File: src/hdl/pewc_params.svh
// Register offsets, field positions, reset values and timing counts of the wake block
`ifndef PEWC_PARAMS_SVH
`define PEWC_PARAMS_SVH
// Register indices; byte address is four times the index
`define PEWC_IDX_KBMS_CTL 8'he0
`define PEWC_IDX_PW_INDEX 8'he1
`define PEWC_IDX_PW_DATA 8'he2
`define PEWC_IDX_RECOVERY 8'he4
`define PEWC_IDX_MISC_CTL 8'he6
`define PEWC_IDX_GLOBAL_EN 8'hf2
`define PEWC_IDX_STAT_LO 8'hf3
`define PEWC_IDX_STAT_HI 8'hf4
`define PEWC_IDX_EN_LO 8'hf6
`define PEWC_IDX_EN_HI 8'hf7
`define PEWC_IDX_MASK_LO 8'hf8
`define PEWC_IDX_MASK_HI 8'hf9
// Field positions
`define PEWC_B_KBD_WAKE_EN 6
`define PEWC_B_MOUSE_WAKE_EN 5
`define PEWC_B_MOUSE_RIGHT 4
`define PEWC_B_MOUSE_SINGLE 1
`define PEWC_B_KBD_ANY_KEY 0
`define PEWC_B_RECOVERY_HI 6
`define PEWC_B_RECOVERY_LO 5
`define PEWC_B_MOUSE_ANY 7
`define PEWC_B_USER_OFF 4
`define PEWC_B_GLOBAL_EN 0
// Reset values
`define PEWC_RST_KBMS_CTL 8'h01
`define PEWC_RST_ZERO 8'h00
// Key code constants and password store geometry
`define PEWC_BREAK_PREFIX 8'hf0
`define PEWC_PW_SLOTS 15
// Wake pulse length on the button output
`define PEWC_CLK_KHZ 25000
`define PEWC_WAKE_PULSE_US 100
`define PEWC_WAKE_PULSE_CYC ((`PEWC_WAKE_PULSE_US * `PEWC_CLK_KHZ) / 1000)
`endif

File: src/hdl/pewc_pkg.sv
// Types shared by the wake block modules
package pewc_pkg;
   // Power-loss recovery choices
   typedef enum logic [1:0] {
      PEWC_REC_OFF = 2'b00,
      PEWC_REC_ON = 2'b01,
      PEWC_REC_PREV = 2'b10,
      PEWC_REC_USER = 2'b11
   } pewc_recovery_e;
   // Button pulse generator states
   typedef enum logic [1:0] {
      PEWC_ST_IDLE = 2'b01,
      PEWC_ST_PULSE = 2'b10
   } pewc_pulse_e;
   // Nine wake sources
   typedef logic [8:0] pewc_events_t;
endpackage : pewc_pkg

File: src/hdl/pewc_password_match.sv
// Three password key-code stores and their key-stream matcher
`timescale 1ns/1ps
`include "pewc_params.svh"
module pewc_password_match import pewc_pkg::*; (
   input wire logic mclk,
   input wire logic rstn,
   input wire logic ce,
   input wire logic wr_en,
   input wire logic [7:0] index,
   input wire logic [7:0] wdata,
   output logic [7:0] rdata,
   input wire logic [7:0] code,
   input wire logic code_valid,
   output logic match
);
   logic [7:0] store [0:2][0:`PEWC_PW_SLOTS-1]; // Key code bytes
   logic [3:0] ptr [0:2]; // Match position per set
   logic [1:0] sel_set; // Set picked by index
   logic sel_ok; // Index hits a storage byte

   // Index to set number, ok flag in bit 2
   function automatic logic [2:0] decode_index(input logic [7:0] idx);
      logic ok;
      ok = (idx[3:0] != 4'hf);
      unique case (idx[7:4])
         4'h0: decode_index = {ok, 2'd0};
         4'h3: decode_index = {ok, 2'd1};
         4'h4: decode_index = {ok, 2'd2};
         default: decode_index = 3'b000;
      endcase
   endfunction : decode_index

   assign {sel_ok, sel_set} = decode_index(index);
   // Out-of-range index reads zero
   assign rdata = sel_ok ? store[sel_set][index[3:0]] : 8'h00;

   // Storage writes through the data register
   always_ff @(posedge mclk or negedge rstn) begin
      if (!rstn) begin
         for (int s = 0; s < 3; s++) begin
            for (int b = 0; b < `PEWC_PW_SLOTS; b++) begin
               store[s][b] <= 8'h00;
            end
         end
      end else if (ce && wr_en && sel_ok) begin
         store[sel_set][index[3:0]] <= wdata;
      end
   end

   // Byte-by-byte match; each key is make, prefix, make again
   always_ff @(posedge mclk or negedge rstn) begin
      if (!rstn) begin
         ptr[0] <= 4'h0;
         ptr[1] <= 4'h0;
         ptr[2] <= 4'h0;
         match <= 1'b0;
      end else if (ce) begin
         match <= 1'b0;
         if (code_valid) begin
            for (int s = 0; s < 3; s++) begin
               if (code != 8'h00 && store[s][ptr[s]] == code) begin
                  // End of sequence at last slot or first zero filler
                  if (ptr[s] == 4'(`PEWC_PW_SLOTS - 1) || store[s][ptr[s] + 4'h1] == 8'h00) begin
                     match <= 1'b1;
                     ptr[s] <= 4'h0;
                  end else begin
                     ptr[s] <= ptr[s] + 4'h1;
                  end
               end else if (code != 8'h00 && store[s][0] == code) begin
                  ptr[s] <= 4'h1; // Restart on a first-key hit
               end else begin
                  ptr[s] <= 4'h0;
               end
            end
         end
      end
   end
endmodule : pewc_password_match

File: src/hdl/pewc_top.sv
// Wake-event gathering, button relay, power-loss recovery and key/mouse wake
//
// Design decision made here: register access over APB.
`timescale 1ns/1ps
`include "pewc_params.svh"
module pewc_top import pewc_pkg::*; (
   input wire logic mclk,
   input wire logic rstn,
   input wire logic ce,
   input wire logic psel,
   input wire logic penable,
   input wire logic pwrite,
   input wire logic [11:0] paddr,
   input wire logic [31:0] pwdata,
   output logic [31:0] prdata,
   output logic pready,
   output logic pslverr,
   input wire logic [8:0] wake_src,
   input wire logic kbd_code_valid,
   input wire logic [7:0] kbd_code,
   input wire logic mouse_left_click,
   input wire logic mouse_right_click,
   input wire logic mouse_move,
   input wire logic button_in_n,
   input wire logic sleep_s3_in_n,
   input wire logic main_supply_ok,
   input wire logic standby_return,
   output logic wake_event_out_n,
   output logic button_out_n,
   output logic supply_on_out_n,
   output logic irq
);
   // Configuration registers
   logic [7:0] kbms_ctl; // Keyboard and mouse wake control
   logic [7:0] pw_index; // Password byte pointer
   logic [7:0] recovery; // Power-loss recovery field
   logic [7:0] misc_ctl; // Mouse any-activity and user state
   logic [7:0] global_en; // Global wake enable
   pewc_events_t status; // Sticky wake status
   pewc_events_t enable; // Per-event wake enable
   pewc_events_t mask; // Interrupt mask
   // Bus decode
   logic [7:0] reg_idx; // Word index of the access
   logic idx_ok; // Upper address bits are zero
   logic hit; // Index maps to a register
   logic wr_stb; // Write takes effect this edge
   logic [7:0] next_rdata; // Read mux output
   logic [7:0] pw_rdata; // Password byte at index
   // Wake logic
   pewc_recovery_e rec_mode; // Decoded recovery mode
   logic last_on; // System state before loss
   logic recover_on; // Recovery asks for power-up
   logic kbd_wake; // Keyboard wake request
   logic kbd_after_prefix; // Previous byte was break prefix
   logic pw_match; // Password sequence matched
   logic mouse_wake; // Mouse wake request
   logic click_seen; // First of a double click
   logic mouse_btn; // Chosen button clicked
   logic mouse_other; // Other button clicked
   pewc_pulse_e pulse_st; // Button pulse state
   logic [11:0] pulse_cnt; // Button pulse length count

   // True when an index names a mapped register
   function automatic logic reg_mapped(input logic [7:0] idx);
      unique case (idx)
         `PEWC_IDX_KBMS_CTL, `PEWC_IDX_PW_INDEX, `PEWC_IDX_PW_DATA,
         `PEWC_IDX_RECOVERY, `PEWC_IDX_MISC_CTL, `PEWC_IDX_GLOBAL_EN,
         `PEWC_IDX_STAT_LO, `PEWC_IDX_STAT_HI, `PEWC_IDX_EN_LO,
         `PEWC_IDX_EN_HI, `PEWC_IDX_MASK_LO, `PEWC_IDX_MASK_HI: reg_mapped = 1'b1;
         default: reg_mapped = 1'b0;
      endcase
   endfunction : reg_mapped

   // Word-aligned decode
   assign reg_idx = paddr[9:2];
   assign idx_ok = (paddr[11:10] == 2'b00);
   assign hit = idx_ok && reg_mapped(reg_idx);
   assign wr_stb = ce && psel && penable && pwrite && hit;
   // Zero wait states; unmapped addresses answer with an error
   assign pready = 1'b1;
   assign pslverr = psel && penable && !hit;

   // Read mux, reserved bits read zero
   always_comb begin
      next_rdata = 8'h00;
      if (idx_ok) begin
         unique case (reg_idx)
            `PEWC_IDX_KBMS_CTL: next_rdata = kbms_ctl;
            `PEWC_IDX_PW_INDEX: next_rdata = pw_index;
            `PEWC_IDX_PW_DATA: next_rdata = pw_rdata;
            `PEWC_IDX_RECOVERY: next_rdata = recovery;
            `PEWC_IDX_MISC_CTL: next_rdata = misc_ctl;
            `PEWC_IDX_GLOBAL_EN: next_rdata = global_en;
            `PEWC_IDX_STAT_LO: next_rdata = status[7:0];
            `PEWC_IDX_STAT_HI: next_rdata = {7'h00, status[8]};
            `PEWC_IDX_EN_LO: next_rdata = enable[7:0];
            `PEWC_IDX_EN_HI: next_rdata = {7'h00, enable[8]};
            `PEWC_IDX_MASK_LO: next_rdata = mask[7:0];
            `PEWC_IDX_MASK_HI: next_rdata = {7'h00, mask[8]};
            default: next_rdata = 8'h00;
         endcase
      end
   end

   // Read data captured in the setup cycle
   always_ff @(posedge mclk or negedge rstn) begin
      if (!rstn) begin
         prdata <= 32'h0000_0000;
      end else if (ce && psel && !penable && !pwrite) begin
         prdata <= {24'h00_0000, next_rdata};
      end
   end

   // Plain read/write configuration registers
   always_ff @(posedge mclk or negedge rstn) begin
      if (!rstn) begin
         kbms_ctl <= `PEWC_RST_KBMS_CTL;
         pw_index <= `PEWC_RST_ZERO;
         recovery <= `PEWC_RST_ZERO;
         misc_ctl <= `PEWC_RST_ZERO;
         global_en <= `PEWC_RST_ZERO;
      end else if (wr_stb) begin
         unique case (reg_idx)
            `PEWC_IDX_KBMS_CTL: kbms_ctl <= pwdata[7:0];
            `PEWC_IDX_PW_INDEX: pw_index <= pwdata[7:0];
            `PEWC_IDX_RECOVERY: recovery <= pwdata[7:0];
            `PEWC_IDX_MISC_CTL: misc_ctl <= pwdata[7:0];
            `PEWC_IDX_GLOBAL_EN: global_en <= pwdata[7:0];
            default: ;
         endcase
      end
   end

   // Enable and interrupt mask registers, same layout as status
   always_ff @(posedge mclk or negedge rstn) begin
      if (!rstn) begin
         enable <= 9'h000;
         mask <= 9'h000;
      end else if (wr_stb) begin
         unique case (reg_idx)
            `PEWC_IDX_EN_LO: enable[7:0] <= pwdata[7:0];
            `PEWC_IDX_EN_HI: enable[8] <= pwdata[0];
            `PEWC_IDX_MASK_LO: mask[7:0] <= pwdata[7:0];
            `PEWC_IDX_MASK_HI: mask[8] <= pwdata[0];
            default: ;
         endcase
      end
   end

   // Sticky status per source; a new event beats a same-cycle clear
   always_ff @(posedge mclk or negedge rstn) begin
      if (!rstn) begin
         status <= 9'h000;
      end else if (ce) begin
         for (int i = 0; i < 9; i++) begin
            if (wake_src[i]) begin
               status[i] <= 1'b1;
            end else if (wr_stb && i < 8 && reg_idx == `PEWC_IDX_STAT_LO && pwdata[i]) begin
               status[i] <= 1'b0;
            end else if (wr_stb && i == 8 && reg_idx == `PEWC_IDX_STAT_HI && pwdata[0]) begin
               status[i] <= 1'b0;
            end
         end
      end
   end

   // Wake output, low only with global and per-event enable
   always_ff @(posedge mclk or negedge rstn) begin
      if (!rstn) begin
         wake_event_out_n <= 1'b1;
      end else if (ce) begin
         wake_event_out_n <= !(global_en[`PEWC_B_GLOBAL_EN] && |(status & enable));
      end
   end

   // Level interrupt from status bits whose mask bit is set
   always_ff @(posedge mclk or negedge rstn) begin
      if (!rstn) begin
         irq <= 1'b0;
      end else if (ce) begin
         irq <= |(status & mask);
      end
   end

   // Password stores and matcher
   pewc_password_match u_pw (
      .mclk(mclk),
      .rstn(rstn),
      .ce(ce),
      .wr_en(wr_stb && reg_idx == `PEWC_IDX_PW_DATA),
      .index(pw_index),
      .wdata(pwdata[7:0]),
      .rdata(pw_rdata),
      .code(kbd_code),
      .code_valid(kbd_code_valid && kbms_ctl[`PEWC_B_KBD_WAKE_EN]),
      .match(pw_match)
   );

   // Break-code tracking so any-key wakes only on a make code
   always_ff @(posedge mclk or negedge rstn) begin
      if (!rstn) begin
         kbd_after_prefix <= 1'b0;
      end else if (ce && kbd_code_valid) begin
         kbd_after_prefix <= (kbd_code == `PEWC_BREAK_PREFIX);
      end
   end

   // Keyboard wake: any make code or a matched password
   always_comb begin
      kbd_wake = 1'b0;
      if (kbms_ctl[`PEWC_B_KBD_WAKE_EN]) begin
         if (kbms_ctl[`PEWC_B_KBD_ANY_KEY]) begin
            kbd_wake = kbd_code_valid && !kbd_after_prefix && kbd_code != `PEWC_BREAK_PREFIX;
         end else begin
            kbd_wake = pw_match;
         end
      end
   end

   // Mouse button selection
   assign mouse_btn = kbms_ctl[`PEWC_B_MOUSE_RIGHT] ? mouse_right_click : mouse_left_click;
   assign mouse_other = kbms_ctl[`PEWC_B_MOUSE_RIGHT] ? mouse_left_click : mouse_right_click;

   // Mouse wake event choice
   always_comb begin
      mouse_wake = 1'b0;
      if (kbms_ctl[`PEWC_B_MOUSE_WAKE_EN]) begin
         if (misc_ctl[`PEWC_B_MOUSE_ANY]) begin
            mouse_wake = mouse_left_click || mouse_right_click ||
               (kbms_ctl[`PEWC_B_MOUSE_SINGLE] && mouse_move);
         end else if (kbms_ctl[`PEWC_B_MOUSE_SINGLE]) begin
            mouse_wake = mouse_btn;
         end else begin
            mouse_wake = mouse_btn && click_seen;
         end
      end
   end

   // First-click memory for double clicks; other button cancels
   always_ff @(posedge mclk or negedge rstn) begin
      if (!rstn) begin
         click_seen <= 1'b0;
      end else if (ce) begin
         if (mouse_other || mouse_wake) begin
            click_seen <= 1'b0;
         end else if (mouse_btn) begin
            click_seen <= 1'b1;
         end
      end
   end

   // Remember whether the system was on while main supply held
   always_ff @(posedge mclk or negedge rstn) begin
      if (!rstn) begin
         last_on <= 1'b0;
      end else if (ce && main_supply_ok) begin
         last_on <= sleep_s3_in_n;
      end
   end

   // Recovery decision when standby power returns
   assign rec_mode = pewc_recovery_e'(recovery[`PEWC_B_RECOVERY_HI:`PEWC_B_RECOVERY_LO]);
   always_comb begin
      recover_on = 1'b0;
      if (standby_return) begin
         unique case (rec_mode)
            PEWC_REC_OFF: recover_on = 1'b0;
            PEWC_REC_ON: recover_on = 1'b1;
            PEWC_REC_PREV: recover_on = last_on;
            PEWC_REC_USER: recover_on = !misc_ctl[`PEWC_B_USER_OFF];
         endcase
      end
   end

   // Button pulse generator for wake and recovery
   always_ff @(posedge mclk or negedge rstn) begin
      if (!rstn) begin
         pulse_st <= PEWC_ST_IDLE;
         pulse_cnt <= 12'h000;
      end else if (ce) begin
         unique case (pulse_st)
            PEWC_ST_IDLE: begin
               pulse_cnt <= 12'h000;
               if (kbd_wake || mouse_wake || recover_on) begin
                  pulse_st <= PEWC_ST_PULSE;
               end
            end
            PEWC_ST_PULSE: begin
               pulse_cnt <= pulse_cnt + 12'h001;
               if (pulse_cnt == 12'(`PEWC_WAKE_PULSE_CYC - 1)) begin
                  pulse_st <= PEWC_ST_IDLE;
               end
            end
         endcase
      end
   end

   // Button relay merged with the wake pulse
   assign button_out_n = button_in_n && pulse_st != PEWC_ST_PULSE;

   // Supply follows the chipset sleep signal
   always_ff @(posedge mclk or negedge rstn) begin
      if (!rstn) begin
         supply_on_out_n <= 1'b1;
      end else if (ce) begin
         supply_on_out_n <= !sleep_s3_in_n;
      end
   end
endmodule : pewc_top
File: config.mk
export PLATFORM = sky130hd
export DESIGN_NAME = pewc_top
export DESIGN_NICKNAME = d
export VERILOG_FILES = /design/src/hdl/pewc_pkg.sv /design/src/hdl/pewc_password_match.sv /design/src/hdl/pewc_top.sv
export VERILOG_INCLUDE_DIRS = /design/src /design/src/hdl
export SDC_FILE = /design/constraint.sdc
export NUM_CORES = 1
export LEC_CHECK = 0
export ABC_AREA = 1
export ABC_CLOCK_PERIOD_IN_PS = 5000
export BUFFER_PORTS_ARGS = -buffer_cell sky130_fd_sc_hd__buf_2
export CAP_MARGIN = 20
export CORE_MARGIN = 2
export CORE_UTILIZATION = 40
export CTS_CLUSTER_SIZE = 30
export DETAILED_ROUTE_END_ITERATION = 6
export PLACE_DENSITY_LB_ADDON = 0.12
export RECOVER_POWER = 100
export SETUP_SLACK_MARGIN = 0.05
export SYNTH_ARGS = -nofsm -noshare
export SYNTH_HDL_FRONTEND = slang
export SYNTH_SLANG_ARGS = --single-unit
File: constraint.sdc
create_clock -name mclk -period 5 [get_ports mclk]
set_clock_uncertainty 0.15 [all_clocks]
set_input_delay 1 -clock mclk [delete_from_list [all_inputs] [get_ports mclk]]
set_output_delay 1 -clock mclk [all_outputs]
set_load 0.03 [all_outputs]
* Word level (Yosys, flattened, before mapping) *
Cells that the tools add are included.

word-level totals
  bits in registers = 468

operators by class
  reductions and logical operators = 96
  $add $sub $neg = 4
  $lt $le $gt $ge = 10
  equal/unequal tests = 35
  muxes and demuxes = 83
  bitwise gates (word level) = 10

operator list
  kind                     count
  $bwmux W360              1
  $mux W120                3
  $bmux W120 S2            1
  $demux W120 S2           1
  $bmux W8 S4              7
  $mux W8                  17
  $eq A8 B8 Y1 const B     13
  $pmux W8 S12             1
  $eq A8 B8 Y1             6
  $logic_and A1 B1 Y1      40
  $reduce_and A2 Y1        20
  $mux W1                  39
  $ge A5 B5 Y1 const B     7
  $not A4 Y5               7
  $demux W8 S4             1
  $logic_not A8 Y1         3
  $mux W4                  6
  $pmux W12 S2             1
  $reduce_bool A2 Y1       10
  $and A9 B9 Y9            2
  $reduce_or A9 Y1         2
  $add A12 B1 Y12 const B  1
  $add A4 B1 Y4 const B    3
  $eq A12 B12 Y1 const B   1
  other kinds (23)         45

* Longest topological paths before layout *
  depth in word-level cells = 14
  mapped depth = 20

* Modules after synthesis *
From an unflattened synthesis, not the netlist that was laid out.

second synthesis, totals
  cells, all modules = 4,160
  area total of the unflattened synthesis = 29,060.4 µm²

by module, submodules not included
  module               times used  sequential area each (µm²)  area each (µm²)  cells an instance
  pewc_password_match  1           9,334.0                     23,867.9         3,488
  pewc_top             1           2,382.3                     5,192.5          672

* Least setup slack after synthesis *
OpenSTA, ideal clock, no wires.

  kind = input-to-output
  start point = input port paddr[8]
  end point = output port pslverr
  required time = 3.850 ns
  path slack = 1.542 ns
  data arrival time = 2.308 ns
  stages on the path = 13
  buffers on the path = 0
  cells stage by stage = nand2_1 -> inv_2 -> nand3_2 -> inv_2 -> nand2_1 -> inv_2 -> nor2_1 -> nand3_1 -> nor2_1 -> nand2_1 -> nand2_1 -> inv_2 -> nor2_1

on the way
  longest elaborated chain between the ends = 6
  elaborated cells on any way between the ends = 17

ends and longest elaborated chain
  element                  line            source
  start, declared          pewc_top.sv:13  input wire logic [11:0] paddr,
  $eq A8 B8 Y1             pewc_top.sv:65  unique case (idx)
  $reduce_or A12 Y1 (*)    pewc_top.sv:65
  $mux W1 (*)              pewc_top.sv:65
  $logic_and A1 B1 Y1 (*)  pewc_top.sv:77  assign hit = idx_ok && reg_mapped(reg_idx);
  $logic_not A1 Y1 (*)     pewc_top.sv:81  assign pslverr = psel && penable && !hit;
  $logic_and A1 B1 Y1 (*)  pewc_top.sv:81
  end, declared            pewc_top.sv:17  output logic pslverr,

Every way passes the cells marked *; elsewhere a longest branch is shown, timed or not.

* Worst setup path after layout *
  start point = register pw_index[0]
  end point = register prdata[4]

on the way
  longest elaborated chain between the ends = 7
  elaborated cells on any way between the ends = 9

ends and longest elaborated chain
  element                                      line                       source
  start, declared                              pewc_top.sv:35             logic [7:0] pw_index;
  start signal, assigned                       pewc_top.sv:118            pw_index <= `PEWC_RST_ZERO;
  start signal, assigned                       pewc_top.sv:125            `PEWC_IDX_PW_INDEX: pw_index <= pwdata[7:0];
  $not A4 Y5 (not written as such)             pewc_password_match.sv:35  assign rdata = sel_ok ? store[sel_set][index[3:0]] : 8'h00;
  $bmux W8 S4                                  pewc_password_match.sv:35
  $mux W8 (not written as such) (2 in series)  pewc_password_match.sv:35
  $mux W8 (*)                                  pewc_password_match.sv:35
  $pmux W8 S12 (*)                             pewc_top.sv:87             unique case (reg_idx)
  $mux W8 (*)                                  pewc_top.sv:86             if (idx_ok) begin
  end signal, assigned                         pewc_top.sv:110            prdata <= {24'h00_0000, next_rdata};
  end, declared                                pewc_top.sv:15             output logic [31:0] prdata,

Every way passes the cells marked *; elsewhere a longest branch is shown, timed or not. The select of a mux whose other input is x is not followed.
A chain may end at the register's enable or synchronous reset.

==> flow_metrics.py <==
metrics = {
    "routing": {
        "routed_wl_microns": 118000,
        "vias": 30308,
        "ant_nets": 0,
        "drc": 1,
        "firstDrtPassIters": 7,
        "via_per_inst": 5.69,
        "drtIter0Drc": 3851,
        "wl_per_cell_microns": 22.2,
    },
    "pwr": {
        "power_switching_w": 0.00222,
        "power_leakage_nw": 16.1,
        "comb_power_share": 0.065,
        "switching_share": 0.256,
        "power_density_nw_per_um2": 268,
        "power.internal_w": 0.00643,
        "p_seq_frac": 0.444,
        "peakVddDrop_uv": 293,
        "clkPwrFrac": 0.491,
    },
    "worst_setup_path": {
        "worstPathMaxFanout": 19,
        "crit_path_end_kind": "flop",
        "worstPathArrival_ps": 4780,
        "path_class": "flop to flop",
        "cp.required_ps": 5430,
        "start_kind": "flop",
    },
    "yosys": {
        "yosys_most_used_dff": "dfrtp_1",
        "yosysTopAreaCellShare": 0.400,
        "synthTopCellsByArea": "dfrtp_1 40%, nand2_1 19%, nand3_1 12%, o21ai_0 4.2%, nor2_1 4.1%",
        "synth_enable_flop_cells": 0,
        "synth_area_sq_um": 29000,
        "yosys_register_bits": 468,
        "synth_cell_types": 47,
        "seq_area_frac_synth": 0.403,
        "synthCells": 4364,
        "synth_warnings": 0,
        "syn_avg_cell_area_sq_um": 6.65,
        "yosys.area.top_type": "dfrtp_1",
        "synthArstFlopShare": 1.00,
    },
    "placed_design": {
        "io_buffers": 61,
        "hpwlAfterDp_microns": 82600,
        "globalplace.congestion": 0.969,
        "place_ws_ps": 986,
    },
    "clock_network": {
        "cts_resized": 0,
        "cts_buffer_depth": 3,
        "postCtsSetupRepairBufs": 0,
        "numCtsBuffers": 56,
        "clk_pin_slew_ps": 60,
        "cts.sinks": 468,
        "cts_tree": "done",
        "cts_hold_buf": 0,
        "htreeDepth": 2,
        "cts-root-buf": "clkbuf_16",
        "clk-insertion-delay-late_ps": 640,
    },
    "die": {
        "core_area_sq_um": 71700,
        "start_util": 0.405,
        "dieWidth_microns": 273,
        "io_pins": 113,
        "die_y_microns": 273,
        "fp-row-count": 98,
        "die_area_sq_um": 74800,
    },
    "status": {
        "violations": "DRC, capacitance limit, slew limit",
        "status": "complete, but fails checks",
    },
    "sta": {
        "fin_crit_sh": 0.870,
        "final_max_slew_viol_count": 77,
        "hold_viol_final": 0,
        "fin_setup_tns_ps": 0,
        "postLayoutSetupSlackWorst_ps": 649,
        "max_freq_mhz": 230,
        "period_minus_slack_ps": 4350,
        "finalSetupViolCount": 0,
        "slew_headroom": -0.560,
        "rsz0062_at_grt": "false",
        "tightest_slew_ps": 2340,
    },
    "grt": {
        "grt_pass1_wl_microns": 178000,
        "grt_pass1_vias": 27834,
        "use_met3": 0.0489,
        "grtUsageMet1": 0.449,
        "grt_busiest_layer": "met2",
        "antenna_found_initial": 3,
        "met2_usage": 0.475,
        "gr-total-overflow": 0,
        "grt_max_degree": 81,
        "grt_util_all_layers": 0.312,
    },
    "finish": {
        "drive_above_1_share": 0.0649,
        "num_antenna_cells": 0,
        "nNetsFinal": 4412,
        "syn2layout_area_growth_pct": 11.0,
    },
    "job": {
        "maxCapViolations": 1,
    },
    "hold_path": {
        "min_path_type": "flop to flop",
    },
}
## registers in the layout (all words and copies together), names as in the netlist, 8 cells and up
register / cells
enable: 9
global_en: 8
kbms_ctl: 8
mask: 9
misc_ctl: 8
prdata: 8
pulse_cnt: 12
pw_index: 8
recovery: 8
status: 9
u_pw.ptr: 12
u_pw.store: 360
## power groups by stage
stage	logic, W	registers (W)	clock network (W)
after CTS	0.000564	0.00384	0.00431
after detailed placement	0.000562	0.00391	0
after global placement	0.000563	0.00391	0
final	0.000562	0.00384	0.00425
after floorplan	0.000300	0.00390	0
after global routing	0.000612	0.00384	0.00447
## cell usage in the layout (no fill, tap or decap), types with 7 or more instances in the layout
cell type,instances
a21oi_1,94
a31oi_1,12
buf_12,15
buf_2,46
buf_4,81
clkbuf_1,49
clkbuf_16,56
clkbuf_8,12
clkinv_1,16
clkinv_2,11
conb_1,25
dfrtp_1,462
ha_1,7
inv_1,310
nand2_1,1512
nand2_2,10
nand3_1,705
nand4_1,37
nor2_1,300
nor2_2,17
nor3_1,50
o211ai_1,43
o21a_1,15
o21ai_0,241
o22ai_1,139
xnor2_1,7
xor2_1,24
## kinds of logic after synthesis
kind of cell,synth area share
AO/OA/AOI/OAI,0.113
XOR/XNOR,0.00935
adder cells (fa/ha/maj),0.00302
buffers and inverters,0.0863
flip-flops,0.403
other,0.000259
AND/OR/NAND/NOR,0.384
## through the flow
stage	cells	hold slack [ps]	utilization	power, W	instance area, sq um
global placement	5222	301	0.426	0.00447	30600
finish	5324	313	0.449	0.00865	32200
detailed placement	5222	303	0.426	0.00447	30600
CTS	5324	250	0.452	0.00872	32400
floorplan	4387	275	-	0.00420	29100
global route	5324	338	0.449	0.00892	32200
## path summary, 6_finish.rpt
path	cells past startpoint	end	startpoint	slack, ps
setup / recovery	11	prdata[4]$_DFFE_PN0P_	pw_index[0]$_DFFE_PN0P_	650
hold / removal	1	pulse_cnt[11]$_DFFE_PN0P_	pulse_cnt[11]$_DFFE_PN0P_	310
setup reg to reg	11	prdata[4]$_DFFE_PN0P_	pw_index[0]$_DFFE_PN0P_	650
hold reg to reg	1	pulse_cnt[11]$_DFFE_PN0P_	pulse_cnt[11]$_DFFE_PN0P_	310
max in group asynchronous	2	u_pw.store[47]$_DFFE_PN0P_	rstn	1310
min in group asynchronous	1	u_pw.store[152]$_DFFE_PN0P_	rstn	910
## Yosys cell counts, types with 4 or more instances
cell type and instances:
xor2_1 24, nor4_1 6, buf_4 34, o2111ai_1 6, clkbuf_1 223, o31ai_1 4
inv_2 7, ha_1 7, nand2_1 1504, nand3_1 706, buf_1 22, dfrtp_1 464
xnor2_1 7, o22ai_1 139, buf_2 18, nor2_1 316, o21a_1 15, clkinv_1 16
inv_1 308, or2_2 6, nand2_2 20, nand4_1 37, nand3b_1 4, o21ai_0 241
nor3_1 47, a31oi_1 12, dfstp_2 4, a21oi_1 94, o211ai_1 43
## final cells by class
type / instances / area [sq um]
Clock buffer: 82 / 1620
Clock inverter: 20 / 262
Fill cell: 7588 / 39500
Inverter: 331 / 1240
Multi-Input combinational cell: 3291 / 14900
Sequential cell: 468 / 11700
Tap cell: 950 / 1190
Timing Repair Buffer: 182 / 1290
## metal layers
layer	wire (microns)	part of all wire
met5	32	0.00027
met4	4290	0.036
met3	9640	0.082
met2	52100	0.44
met1	51900	0.44
## critical path, stage by stage (launching register included)
cell and delay [ps]:
dfrtp_1 530, nor2_1 110, inv_1 940, clkbuf_1 700, o22ai_1 180, o21ai_0 490, nand3_1 320, nand2_1 130
nand3_1 100, nor2_1 350, o21ai_0 160, nand2_1 100
(Power assumes the default switching activity.)
